<file path="src/asrw_pkg.sv">
package asrw_pkg;
  // ==========================================================
  // register map (word addresses, byte offset = 4 * index)
  localparam logic [3:0] ASRW_OFF_LFC = 4'h0;  // line_format_control
  localparam logic [3:0] ASRW_OFF_C2 = 4'h1;   // second_control_reg
  localparam logic [3:0] ASRW_OFF_C3 = 4'h2;   // third_control_reg
  localparam logic [3:0] ASRW_OFF_ST = 4'h3;   // first_status_reg
  localparam logic [3:0] ASRW_OFF_DR = 4'h4;   // char_data_reg
  localparam logic [3:0] ASRW_OFF_SYS = 4'h5;  // module-level controls
  // ==========================================================
  // line_format_control field positions
  localparam int ASRW_B_PTY = 0;
  localparam int ASRW_B_PEN = 1;
  localparam int ASRW_B_QUIET_COUNT_START_SELECT = 2;
  localparam int ASRW_B_WAKE = 3;
  localparam int ASRW_B_M = 4;
  localparam int ASRW_B_INV = 5;
  localparam int ASRW_B_EN = 6;
  localparam int ASRW_B_LOOP = 7;
  // second_control_reg fields
  localparam int ASRW_B_RWU = 1;
  localparam int ASRW_B_RE = 2;
  localparam int ASRW_B_TE = 3;
  localparam int ASRW_B_QUIET_IRQ_ENABLE = 4;
  localparam int ASRW_B_RIE = 5;
  localparam int ASRW_B_TCIE = 6;
  localparam int ASRW_B_TIE = 7;
  // third_control_reg fields
  localparam int ASRW_B_PARITY_IRQ_ENABLE = 0;
  localparam int ASRW_B_FRAMING_IRQ_ENABLE = 1;
  localparam int ASRW_B_NOISE_IRQ_ENABLE = 2;
  localparam int ASRW_B_OVERRUN_IRQ_ENABLE = 3;
  // first_status_reg fields
  localparam int ASRW_B_PF = 0;
  localparam int ASRW_B_FF = 1;
  localparam int ASRW_B_NF = 2;
  localparam int ASRW_B_OR = 3;
  localparam int ASRW_B_IDLE = 4;
  localparam int ASRW_B_RF = 5;
  localparam int ASRW_B_TC = 6;
  localparam int ASRW_B_TE_F = 7;
  // sys register fields
  localparam int ASRW_B_HALT_CLEAR_ENABLE = 0;
  localparam int ASRW_B_BRK = 1;
  localparam int ASRW_B_WAITM = 2;
  localparam int ASRW_B_STOPM = 3;
  // ==========================================================
  // reset values and timing
  localparam logic [7:0] ASRW_RST_LFC = 8'h00;
  localparam logic [7:0] ASRW_RST_ST = 8'hC0;
  localparam int ASRW_CLK_HZ = 25000000;
  localparam int ASRW_BAUD = 115200;
  localparam logic [15:0] ASRW_RT_DIV =
    16'((ASRW_CLK_HZ + 8 * ASRW_BAUD) / (16 * ASRW_BAUD));
  localparam logic [3:0] ASRW_RT_MID = 4'h8;
  localparam logic [3:0] ASRW_RT_LAST = 4'hF;
endpackage

</file>
<file path="src/asrw_top.sv">
// The register addresses and the Wishbone slave port were left to the implementer.
`timescale 1ns/100ps
`default_nettype none
// Contract
// RULE_01: standby bit set keeps receiver idle-waiting and masks receiver irqs
// RULE_02: address-mark wakeup: msb 1 clears standby and sets rx full
// RULE_03: idle wakeup clears standby, sets neither quiet nor full flag
// RULE_04: quiet count start: 1 after stop bit, 0 after start bit
// RULE_05: rx full set on transfer; irq only with its enable
// RULE_06: quiet flag after 10 or 11 ones; irq only with enable
// RULE_07: overrun keeps old character, drops the new one
// RULE_08: each fault flag raises error irq only with own enable
// RULE_09: noise in start, data or stop sample sets noise flag
// RULE_10: zero at stop bit position sets framing fault flag
// RULE_11: parity mismatch against odd/even select sets parity flag
// RULE_12: wait mode keeps running, blocks bus, irqs still wake
// RULE_13: stop mode halts, keeps registers; interrupted transfer invalid
// RULE_14: in break with clear-enable 0 accesses leave flags alone
// RULE_15: in break with clear-enable 1 clears stick after break
// RULE_16: enabled module owns tx pin as output, rx pin as input
// RULE_17: loop mode feeds receiver from transmitter output
// RULE_18: enable bit runs baud; clearing sets tx empty and done
// RULE_19: inversion reverses every transmitted level
// RULE_20: length select 1 gives 9-bit, 0 gives 8-bit characters
// RULE_21: parity in msb, odd when select 1, even when 0
// RULE_22: reset clears all line_format_control bits
// RULE_23: software clears rx full by status read then data read
module asrw_top
  import asrw_pkg::*;
(
  input wire logic clk_i,
  input wire logic sys_rst_i,
  input wire logic [31:0] wb_adr_i,
  input wire logic [31:0] wb_dat_i,
  input wire logic [3:0] wb_sel_i,
  input wire logic wb_we_i,
  input wire logic wb_cyc_i,
  input wire logic wb_stb_i,
  output logic [31:0] wb_dat_o,
  output logic wb_ack_o,
  input wire logic rx_pin_i,
  input wire logic tx_line_i,
  output logic tx_pin_o,
  output logic tx_pin_oe_o,
  output logic rx_pin_oe_o,
  output logic rx_irq_o,
  output logic err_irq_o,
  output logic tx_irq_o,
  output logic wake_req_o
);
  // ==========================================================
  // registers
  logic [7:0] lfc, c2, c3, st, dr, sys;
  logic r8;
  logic rf_armed;
  logic rx_s1, rx_s2;
  logic [15:0] pre;
  logic rt_tick;
  logic [3:0] rt;
  logic [3:0] bitn;
  logic [8:0] shf;
  logic [2:0] smp;
  logic noise_acc;
  logic [3:0] ones;
  logic idle_done;
  logic ack;
  typedef enum {ASRW_IDLE, ASRW_START, ASRW_DATA, ASRW_STOP} asrw_st_t;
  asrw_st_t rxs;

  function automatic logic maj3(input logic [2:0] s);
    maj3 = (s[0] & s[1]) | (s[0] & s[2]) | (s[1] & s[2]);
  endfunction
  function automatic logic noisy3(input logic [2:0] s);
    noisy3 = ~((s == 3'h0) | (s == 3'h7));
  endfunction

  // ==========================================================
  // bus decode
  logic [3:0] idx;
  logic acc, wr, rd, brk, frz, stopm, run, rx_in, rx_on;
  assign idx = wb_adr_i[5:2];
  // bus blocked in wait and stop mode; sys stays open so they can be left
  assign acc = wb_cyc_i & wb_stb_i & ~ack
               & (~(sys[ASRW_B_WAITM] | sys[ASRW_B_STOPM])
                  | (idx == ASRW_OFF_SYS));
  assign wr = acc & wb_we_i & wb_sel_i[0];
  assign rd = acc & ~wb_we_i;
  assign brk = sys[ASRW_B_BRK];
  // RULE_14: break without clear-enable freezes flags
  assign frz = brk & ~sys[ASRW_B_HALT_CLEAR_ENABLE];
  // RULE_13: stop halts all shifting, registers retained
  assign stopm = sys[ASRW_B_STOPM];
  // RULE_18: enable gates the baud generator
  assign run = lfc[ASRW_B_EN] & ~stopm;
  // RULE_17: loop takes transmitter output instead of pin
  assign rx_in = lfc[ASRW_B_LOOP] ? tx_line_i : rx_s2;
  assign rx_on = run & c2[ASRW_B_RE];

  // rx pin synchroniser, second stage only is read
  always_ff @(posedge clk_i) begin
    if (sys_rst_i) begin
      rx_s1 <= 1'b1;
      rx_s2 <= 1'b1;
    end else begin
      rx_s1 <= rx_pin_i;
      rx_s2 <= rx_s1;
    end
  end

  // wishbone ack, one cycle, dropped after each answer
  always_ff @(posedge clk_i) begin
    if (sys_rst_i) begin
      ack <= 1'b0;
      wb_ack_o <= 1'b0;
    end else begin
      ack <= acc;
      wb_ack_o <= acc;
    end
  end

  // read mux; unmapped reads answer zero
  always_ff @(posedge clk_i) begin
    if (sys_rst_i) begin
      wb_dat_o <= 32'h0000_0000;
    end else if (rd) begin
      unique case (idx)
        ASRW_OFF_LFC: wb_dat_o <= {24'h00_0000, lfc};
        ASRW_OFF_C2: wb_dat_o <= {24'h00_0000, c2};
        ASRW_OFF_C3: wb_dat_o <= {24'h00_0000, r8, c3[6:0]};
        ASRW_OFF_ST: wb_dat_o <= {24'h00_0000, st};
        ASRW_OFF_DR: wb_dat_o <= {24'h00_0000, dr};
        ASRW_OFF_SYS: wb_dat_o <= {24'h00_0000, sys};
        default: wb_dat_o <= 32'h0000_0000;
      endcase
    end
  end

  // RULE_22: reset clears line_format_control
  always_ff @(posedge clk_i) begin
    if (sys_rst_i) begin
      lfc <= ASRW_RST_LFC;
    end else if (wr && idx == ASRW_OFF_LFC) begin
      lfc <= wb_dat_i[7:0];
    end
  end

  // third control and system control registers
  always_ff @(posedge clk_i) begin
    if (sys_rst_i) begin
      c3 <= 8'h00;
      sys <= 8'h00;
    end else begin
      if (wr && idx == ASRW_OFF_C3) begin
        c3 <= wb_dat_i[7:0];
      end
      // same one-cycle answer as every other register
      if (wr && idx == ASRW_OFF_SYS) begin
        sys <= {4'h0, wb_dat_i[3:0]};
      end
    end
  end

  // ==========================================================
  // rt tick: 16x baud
  always_ff @(posedge clk_i) begin
    if (sys_rst_i || !run) begin
      pre <= 16'h0000;
      rt_tick <= 1'b0;
    end else if (pre == ASRW_RT_DIV - 16'h0001) begin
      pre <= 16'h0000;
      rt_tick <= 1'b1;
    end else begin
      pre <= pre + 16'h0001;
      rt_tick <= 1'b0;
    end
  end

  // frame shape
  logic [3:0] nbits;
  // RULE_20: nine or eight character bits
  assign nbits = lfc[ASRW_B_M] ? 4'h9 : 4'h8;
  logic done, stop_ok, stop_noise, par_bad, msb;
  logic [2:0] smp_n;
  assign smp_n = {smp[1:0], rx_in};
  assign msb = lfc[ASRW_B_M] ? shf[8] : shf[7];

  // receiver state machine
  always_ff @(posedge clk_i) begin
    if (sys_rst_i || !rx_on) begin
      rxs <= ASRW_IDLE;
      rt <= 4'h0;
      bitn <= 4'h0;
      shf <= 9'h000;
      smp <= 3'h7;
      noise_acc <= 1'b0;
    end else if (rt_tick) begin
      rt <= rt + 4'h1;
      if (rt >= ASRW_RT_MID - 4'h1 && rt <= ASRW_RT_MID + 4'h1) begin
        smp <= smp_n;
      end
      unique case (rxs)
        ASRW_IDLE: begin
          // rt keeps running so idle bit times are counted
          noise_acc <= 1'b0;
          if (!rx_in) begin
            rxs <= ASRW_START;
            rt <= 4'h1;
          end
        end
        ASRW_START: begin
          if (rt == ASRW_RT_MID + 4'h1) begin
            // RULE_09: start sample noise
            noise_acc <= noisy3(smp_n);
            if (maj3(smp_n)) begin
              rxs <= ASRW_IDLE;
            end
          end
          if (rt == ASRW_RT_LAST) begin
            rxs <= ASRW_DATA;
            bitn <= 4'h0;
          end
        end
        ASRW_DATA: begin
          if (rt == ASRW_RT_MID + 4'h1) begin
            noise_acc <= noise_acc | noisy3(smp_n);
            shf <= lfc[ASRW_B_M] ? {maj3(smp_n), shf[8:1]}
                                 : {1'b0, maj3(smp_n), shf[7:1]};
          end
          if (rt == ASRW_RT_LAST) begin
            bitn <= bitn + 4'h1;
            if (bitn == nbits - 4'h1) begin
              rxs <= ASRW_STOP;
            end
          end
        end
        ASRW_STOP: begin
          if (rt == ASRW_RT_MID + 4'h1) begin
            rxs <= ASRW_IDLE;
          end
        end
      endcase
    end
  end

  assign done = rx_on & rt_tick & (rxs == ASRW_STOP)
                & (rt == ASRW_RT_MID + 4'h1);
  assign stop_ok = maj3(smp_n);
  assign stop_noise = noisy3(smp_n);
  // RULE_21: parity over all character bits, odd select flips
  assign par_bad = lfc[ASRW_B_PEN] &
    ((lfc[ASRW_B_M] ? ^shf[8:0] : ^shf[7:0]) != lfc[ASRW_B_PTY]);

  // RULE_04: ones counted in bit times after start or after stop
  logic bit_end, cnt_ok;
  assign bit_end = rx_on & rt_tick & (rt == ASRW_RT_LAST);
  assign cnt_ok = lfc[ASRW_B_QUIET_COUNT_START_SELECT] ? (rxs == ASRW_IDLE)
                                   : (rxs != ASRW_START);
  always_ff @(posedge clk_i) begin
    if (sys_rst_i || !rx_on) begin
      ones <= 4'h0;
      idle_done <= 1'b0;
    end else if (!rx_in && rxs == ASRW_IDLE) begin
      ones <= 4'h0;
      idle_done <= 1'b0;
    end else if (rxs == ASRW_DATA && rt_tick && rt == ASRW_RT_MID + 4'h1
                 && !maj3(smp_n)) begin
      ones <= 4'h0;
    end else if (bit_end && cnt_ok && !idle_done
                 && (rxs == ASRW_IDLE || rx_in)) begin
      ones <= ones + 4'h1;
    end else if (ones == nbits + 4'h2) begin
      // RULE_06: 10 or 11 ones make an idle character
      idle_done <= 1'b1;
      ones <= 4'h0;
    end
  end
  logic idle_ev;
  assign idle_ev = rx_on & (ones == nbits + 4'h2) & ~idle_done;

  // ==========================================================
  // control 2, standby bit
  logic wake;
  // RULE_02: address mark, RULE_03: idle character
  assign wake = c2[ASRW_B_RWU] & (lfc[ASRW_B_WAKE] ? (done & msb)
                                                  : idle_ev);
  always_ff @(posedge clk_i) begin
    if (sys_rst_i) begin
      c2 <= 8'h00;
    end else if (wake) begin
      c2[ASRW_B_RWU] <= 1'b0;
    end else if (wr && idx == ASRW_OFF_C2) begin
      c2 <= wb_dat_i[7:0];
      // enables writable only while module is on
      if (!lfc[ASRW_B_EN]) begin
        c2[ASRW_B_RE] <= c2[ASRW_B_RE];
        c2[ASRW_B_TE] <= c2[ASRW_B_TE];
      end
    end
  end

  // ==========================================================
  // status flags; hardware set wins over software clear
  logic sb, take, clr_ok, st_rd, dr_rd, dr_wr;
  assign sb = c2[ASRW_B_RWU];
  // RULE_01: standby discards ordinary characters
  assign take = done & (~sb | (lfc[ASRW_B_WAKE] & msb));
  // RULE_15: break with clear-enable allows clears
  assign clr_ok = ~frz;
  assign st_rd = rd & (idx == ASRW_OFF_ST);
  assign dr_rd = rd & (idx == ASRW_OFF_DR);
  assign dr_wr = wr & (idx == ASRW_OFF_DR);

  // armed by status read; arming survives a frozen break
  always_ff @(posedge clk_i) begin
    if (sys_rst_i) begin
      rf_armed <= 1'b0;
    end else if (st_rd && clr_ok) begin
      rf_armed <= |st[5:0];
    end else if (dr_rd && clr_ok) begin
      rf_armed <= 1'b0;
    end
  end

  always_ff @(posedge clk_i) begin
    if (sys_rst_i) begin
      st <= ASRW_RST_ST;
      dr <= 8'h00;
      r8 <= 1'b0;
    end else begin
      // RULE_23: status read then data read clears receiver flags
      if (dr_rd && clr_ok && rf_armed) begin
        st[5:0] <= 6'h00;
      end
      if (dr_wr && clr_ok && st[ASRW_B_TE_F]) begin
        st[ASRW_B_TE_F] <= 1'b0;
        st[ASRW_B_TC] <= 1'b0;
      end
      // RULE_18: disabled module reports transmitter empty and done
      if (!lfc[ASRW_B_EN]) begin
        st[ASRW_B_TE_F] <= 1'b1;
        st[ASRW_B_TC] <= 1'b1;
      end
      // RULE_06: idle flag, not on a waking idle character
      if (idle_ev && !sb) begin
        st[ASRW_B_IDLE] <= 1'b1;
      end
      if (take) begin
        if (st[ASRW_B_RF] && !(dr_rd && clr_ok && rf_armed)) begin
          // RULE_07: overrun keeps the old character
          st[ASRW_B_OR] <= 1'b1;
        end else begin
          // RULE_05: transfer sets rx full
          st[ASRW_B_RF] <= 1'b1;
          dr <= shf[7:0];
          r8 <= lfc[ASRW_B_M] ? shf[8] : shf[7];
          // RULE_10: zero at stop position
          st[ASRW_B_FF] <= ~stop_ok;
          // RULE_09: noise in any sample group
          st[ASRW_B_NF] <= noise_acc | stop_noise;
          // RULE_11: parity mismatch
          st[ASRW_B_PF] <= par_bad;
        end
      end
    end
  end

  // ==========================================================
  // interrupt requests and pins, all registered
  logic rxq, erq, txq;
  // RULE_01: standby masks receiver requests
  // RULE_05: rx full gated by its enable
  assign rxq = ~sb & ((st[ASRW_B_RF] & c2[ASRW_B_RIE])
                      | (st[ASRW_B_IDLE] & c2[ASRW_B_QUIET_IRQ_ENABLE]));
  // RULE_08: each fault with its own enable
  assign erq = (st[ASRW_B_OR] & c3[ASRW_B_OVERRUN_IRQ_ENABLE])
             | (st[ASRW_B_NF] & c3[ASRW_B_NOISE_IRQ_ENABLE])
             | (st[ASRW_B_FF] & c3[ASRW_B_FRAMING_IRQ_ENABLE])
             | (st[ASRW_B_PF] & c3[ASRW_B_PARITY_IRQ_ENABLE]);
  // RULE_18: transmitter requests only while enabled
  assign txq = lfc[ASRW_B_EN] & ((st[ASRW_B_TE_F] & c2[ASRW_B_TIE])
                                 | (st[ASRW_B_TC] & c2[ASRW_B_TCIE]));

  always_ff @(posedge clk_i) begin
    if (sys_rst_i) begin
      rx_irq_o <= 1'b0;
      err_irq_o <= 1'b0;
      tx_irq_o <= 1'b0;
      wake_req_o <= 1'b0;
      tx_pin_o <= 1'b1;
      tx_pin_oe_o <= 1'b0;
      rx_pin_oe_o <= 1'b0;
    end else begin
      rx_irq_o <= rxq;
      err_irq_o <= erq;
      tx_irq_o <= txq;
      // RULE_12: any enabled request raises wake_req_o in wait mode
      wake_req_o <= sys[ASRW_B_WAITM] & (rxq | erq | txq);
      // RULE_19: inversion on every level incl. idle
      tx_pin_o <= tx_line_i ^ lfc[ASRW_B_INV];
      // RULE_16: enabled module owns pin directions
      tx_pin_oe_o <= lfc[ASRW_B_EN];
      rx_pin_oe_o <= 1'b0;
    end
  end
endmodule
`default_nettype wire

</file>
<file path="config.mk">
export PLATFORM = sky130hd
export DESIGN_NAME = asrw_top
export DESIGN_NICKNAME = d
export VERILOG_FILES = /design/src/asrw_pkg.sv /design/src/asrw_top.sv
export SDC_FILE = /design/constraint.sdc
export NUM_CORES = 1
export LEC_CHECK = 0
export BUFFER_PORTS_ARGS = -buffer_cell sky130_fd_sc_hd__buf_2
export CORE_ASPECT_RATIO = 1.2
export CORE_MARGIN = 2
export CORE_UTILIZATION = 52
export CTS_BUF_LIST = sky130_fd_sc_hd__clkbuf_16
export CTS_CLUSTER_DIAMETER = 120
export DETAILED_ROUTE_END_ITERATION = 12
export GPL_TIMING_DRIVEN = 0
export PLACE_DENSITY_LB_ADDON = 0.25
export SYNTH_ARGS = -nofsm -noshare
export SYNTH_HDL_FRONTEND = slang
export SYNTH_SLANG_ARGS = --single-unit
</file>
<file path="constraint.sdc">
create_clock -name clk_i -period 2 [get_ports clk_i]
set_clock_uncertainty 0.05 [all_clocks]
set_input_delay 0.3 -clock clk_i [delete_from_list [all_inputs] [get_ports clk_i]]
set_output_delay 0.3 -clock clk_i [all_outputs]
set_load 0.02 [all_outputs]
</file>
==> results.md <==
- Vias in the first global route: 4428
- Fin Setup TNS: 0 ns
- Die area: 11000 sq um
- Slew margin rel.: 52.1%
- CP endpoint kind: flip-flop
- DP HPWL: 10.1 mm
- Top Layer Used: met4
- Hold-fix buffers, CTS: 0
- Initial antenna violation count: 0
- Grt total ovfl: 0
- Global Route Usage Sum: 25.5%
- Top achievable clock speed: 527 MHz
- Number of synthesized flops with an enable pin: 0
- Final Cycle Share: 94.9%
- Maxcap violations: 0
- Worst VDD drop: 0.378 mV
- WHS Path Cells: 2
- Final setup viols: 0
- Mapped Area: 5310 sq um
- Avg Cell Area, Syn: 8.50 sq um
- Cell Count, Final, Fillers Out: 821
- Critical-path maximum fanout: 5
- Root Buffer: clkbuf_16
- Post-route ant nets: 0
- Layout cells sized above 1: 17.1%
- Core ar.: 9960 sq um
- Sequential cell area fraction in the yosys report: 39.6%
- H-tree Lvls: 3
- Clock Latency Late Sink: 0.35 ns
- I/O pin total: 115
- Area share of the largest cell type after synthesis: 39.6%
- Top cells by area, synth: dfxtp_1, mux2i_1, nor2_1, nand2_1, a21oi_1
- RSZ-0062 raised after global routing: false
- Tightest Pin Transition: 0.713 ns
- Metal1 wirelength: 5.52 mm
- R2R depth: 5
- Maximum number of pins on one net before global-route repair: 18
- Power, Total: 4350 uW
- Static leakage: 0.00242 uW
- Number of stages on the worst setup path: 5
- Nets@finish: 777
- Placed insts: 807
- Clk buf depth: 2
- Die height: 115 um
- Worst Path Class, Setup: reg2reg
- Max-slew violation count: 0
- Multi-input gate area: 3000 sq um
- Critical path cell sequence: mux2_4 > maj3_2 > o2111a_1 > o21ai_1 > mux2i_1
- Worst Hold Slack: 0.0852 ns
- WL/cell: 16.5 um
- CP Data Arrival Time: 2.13 ns
- Diodes inserted: 0
- Total wire length: 13.5 mm
- Fin. Hold Viols: 0
- Top FF cell, synth: dfxtp_1
- Synthesis-to-layout area growth: 16.1%
- Initial DRT Pass Iterations: 4
- Startpoint types: flip-flop
- Max incr delay on CP: 0.39 ns
- Remaining DRCs: 0
- Final GP Congestion: 0.916
- Total number of vias: 4594
- FF/Latch Area: 2110 sq um
- CP max stage cell: dfxtp_2
- Vias/cell: 5.60
- Rows: 40
- Required time worst endpoint: 2.23 ns
- Area leader, netlist: dfxtp_1
- CTS tree: built
- Synth unique cells: 61
- Port buffer count: 33
- Clock-pin transition on the worst setup and hold timing paths: 0.07 ns
- Met2 Wirelength: 7.05 mm
- Fill cell count: 944
- Yosys warns: 0
- First-pass GRT wire length: 21.6 mm
- CP top delay family: multiplexers
- Cells after Synth: 624
- DRT iter0 DRCs: 215
- Flop-to-flop setup slack: 0.10 ns
- Die Wd: 96.2 um
- Asr flop ratio synth: 0%
- Starting Density: 53.3%
- Routed length on met3: 552 um
- Worst hold path class: in2reg
- Clock sinks: 105
- Outcome: complete, no violations
- Final min period: 1.90 ns
- PwrDens: 707 nW/um^2
- Worst path bufs/invs: 0
- CTS Buf Count: 9
- #FFs+latches synth: 105
[worst paths after layout]
kind                               start   endpoint
worst max-delay path              lfc[7]  flip-flop
worst min-delay path            rx_pin_i      rx_s1
worst max register to register    lfc[7]  flip-flop
worst min register to register     rx_s1      rx_s2
[registers in the layout (all words and copies together) (netlist names), 2 cells and up, named ones only]
register and flops:
bitn 4, c2 8, c3 7, dr 8, lfc 8, ones 4
pre 16, rt 4, shf 9, smp 2, st 7, sys 4
wb_dat_o 8
[what timing repair did]
item                                    4_1_cts  5_1_grt
resized for setup                            11       22
endpoints found under the setup margin       20       46
setup buffers                                 0        1
pin swaps                                     0        1
[cell usage in the layout, fill, tap and decap left out, types with 5 or more instances in the layout]
master / count
nand3_1: 31
ha_1: 11
o21ai_0: 37
nor2_1: 64
o211ai_1: 9
a22oi_1: 6
inv_1: 14
dfxtp_1: 102
nor2b_1: 10
a21oi_1: 41
nor4_1: 5
mux2i_1: 40
buf_4: 26
and3_1: 6
buf_2: 40
xor2_1: 11
clkbuf_1: 16
xnor2_1: 13
conb_1: 25
nand4_1: 9
nand2_1: 62
nor3_1: 13
clkbuf_16: 9
[cell families after synthesis]
| logic type | count (synthesis) | share of synthesized area, % |
|---|---|---|
| multiplexers | 44 | 8.58 |
| flip-flops | 105 | 39.6 |
| XOR/XNOR | 25 | 4.39 |
| buffers and inverters | 70 | 7.19 |
| adder cells (fa/ha/maj) | 13 | 3.04 |
| AND/OR/NAND/NOR | 241 | 22.4 |
| other | 1 | 0.0707 |
| AO/OA/AOI/OAI | 125 | 14.7 |
[power by group]
| part | switching (uW) | internal, uW | leakage [uW] |
|---|---|---|---|
| clock | 798 | 1230 | 0.000172 |
| combinational | 151 | 81.1 | 0.00140 |
| sequential | 2.57 | 2090 | 0.000848 |
| total | 951 | 3400 | 0.00242 |
[layer usage]
layer | vias to the layer above | global-route usage (%)
met5 | - | 0
met4 | 0 | 10.2
met3 | 30 | 3.69
met2 | 119 | 46.9
met1 | 2153 | 28.7
li1 | 2292 | -
[cell usage after synthesis, types with 10 or more instances]
library cell	count
o21ai_0	39
nand2_1	63
dfxtp_1	105
xor2_1	11
nor2b_1	10
mux2i_1	41
nor3_1	13
ha_1	12
nor2_1	66
nand3_1	31
buf_4	25
clkbuf_1	22
xnor2_1	13
inv_1	13
a21oi_1	41
[through the flow]
stage / worst slack, ns / instance area [sq um] / utilization [%]
2_1_floorplan: 0.149 / 5400 / -
6_report: 0.102 / 6160 / 61.8
3_5_place_dp: -0.197 / 5720 / 57.4
4_1_cts: 0.0189 / 6110 / 61.3
3_3_place_gp: -0.164 / 5720 / 57.4
5_1_grt: 0.0112 / 6160 / 61.8
[final cells by class]
class | count | area share [%]
multi-input combinational | 473 | 48.8
sequential | 105 | 34.2
buffer | 54 | 5.32
clock buffer | 9 | 3.66
timing repair buffer | 34 | 2.80
tap | 126 | 2.56
clock inverter | 7 | 1.89
inverter | 13 | 0.792
Power figures use the tool's default switching activity.
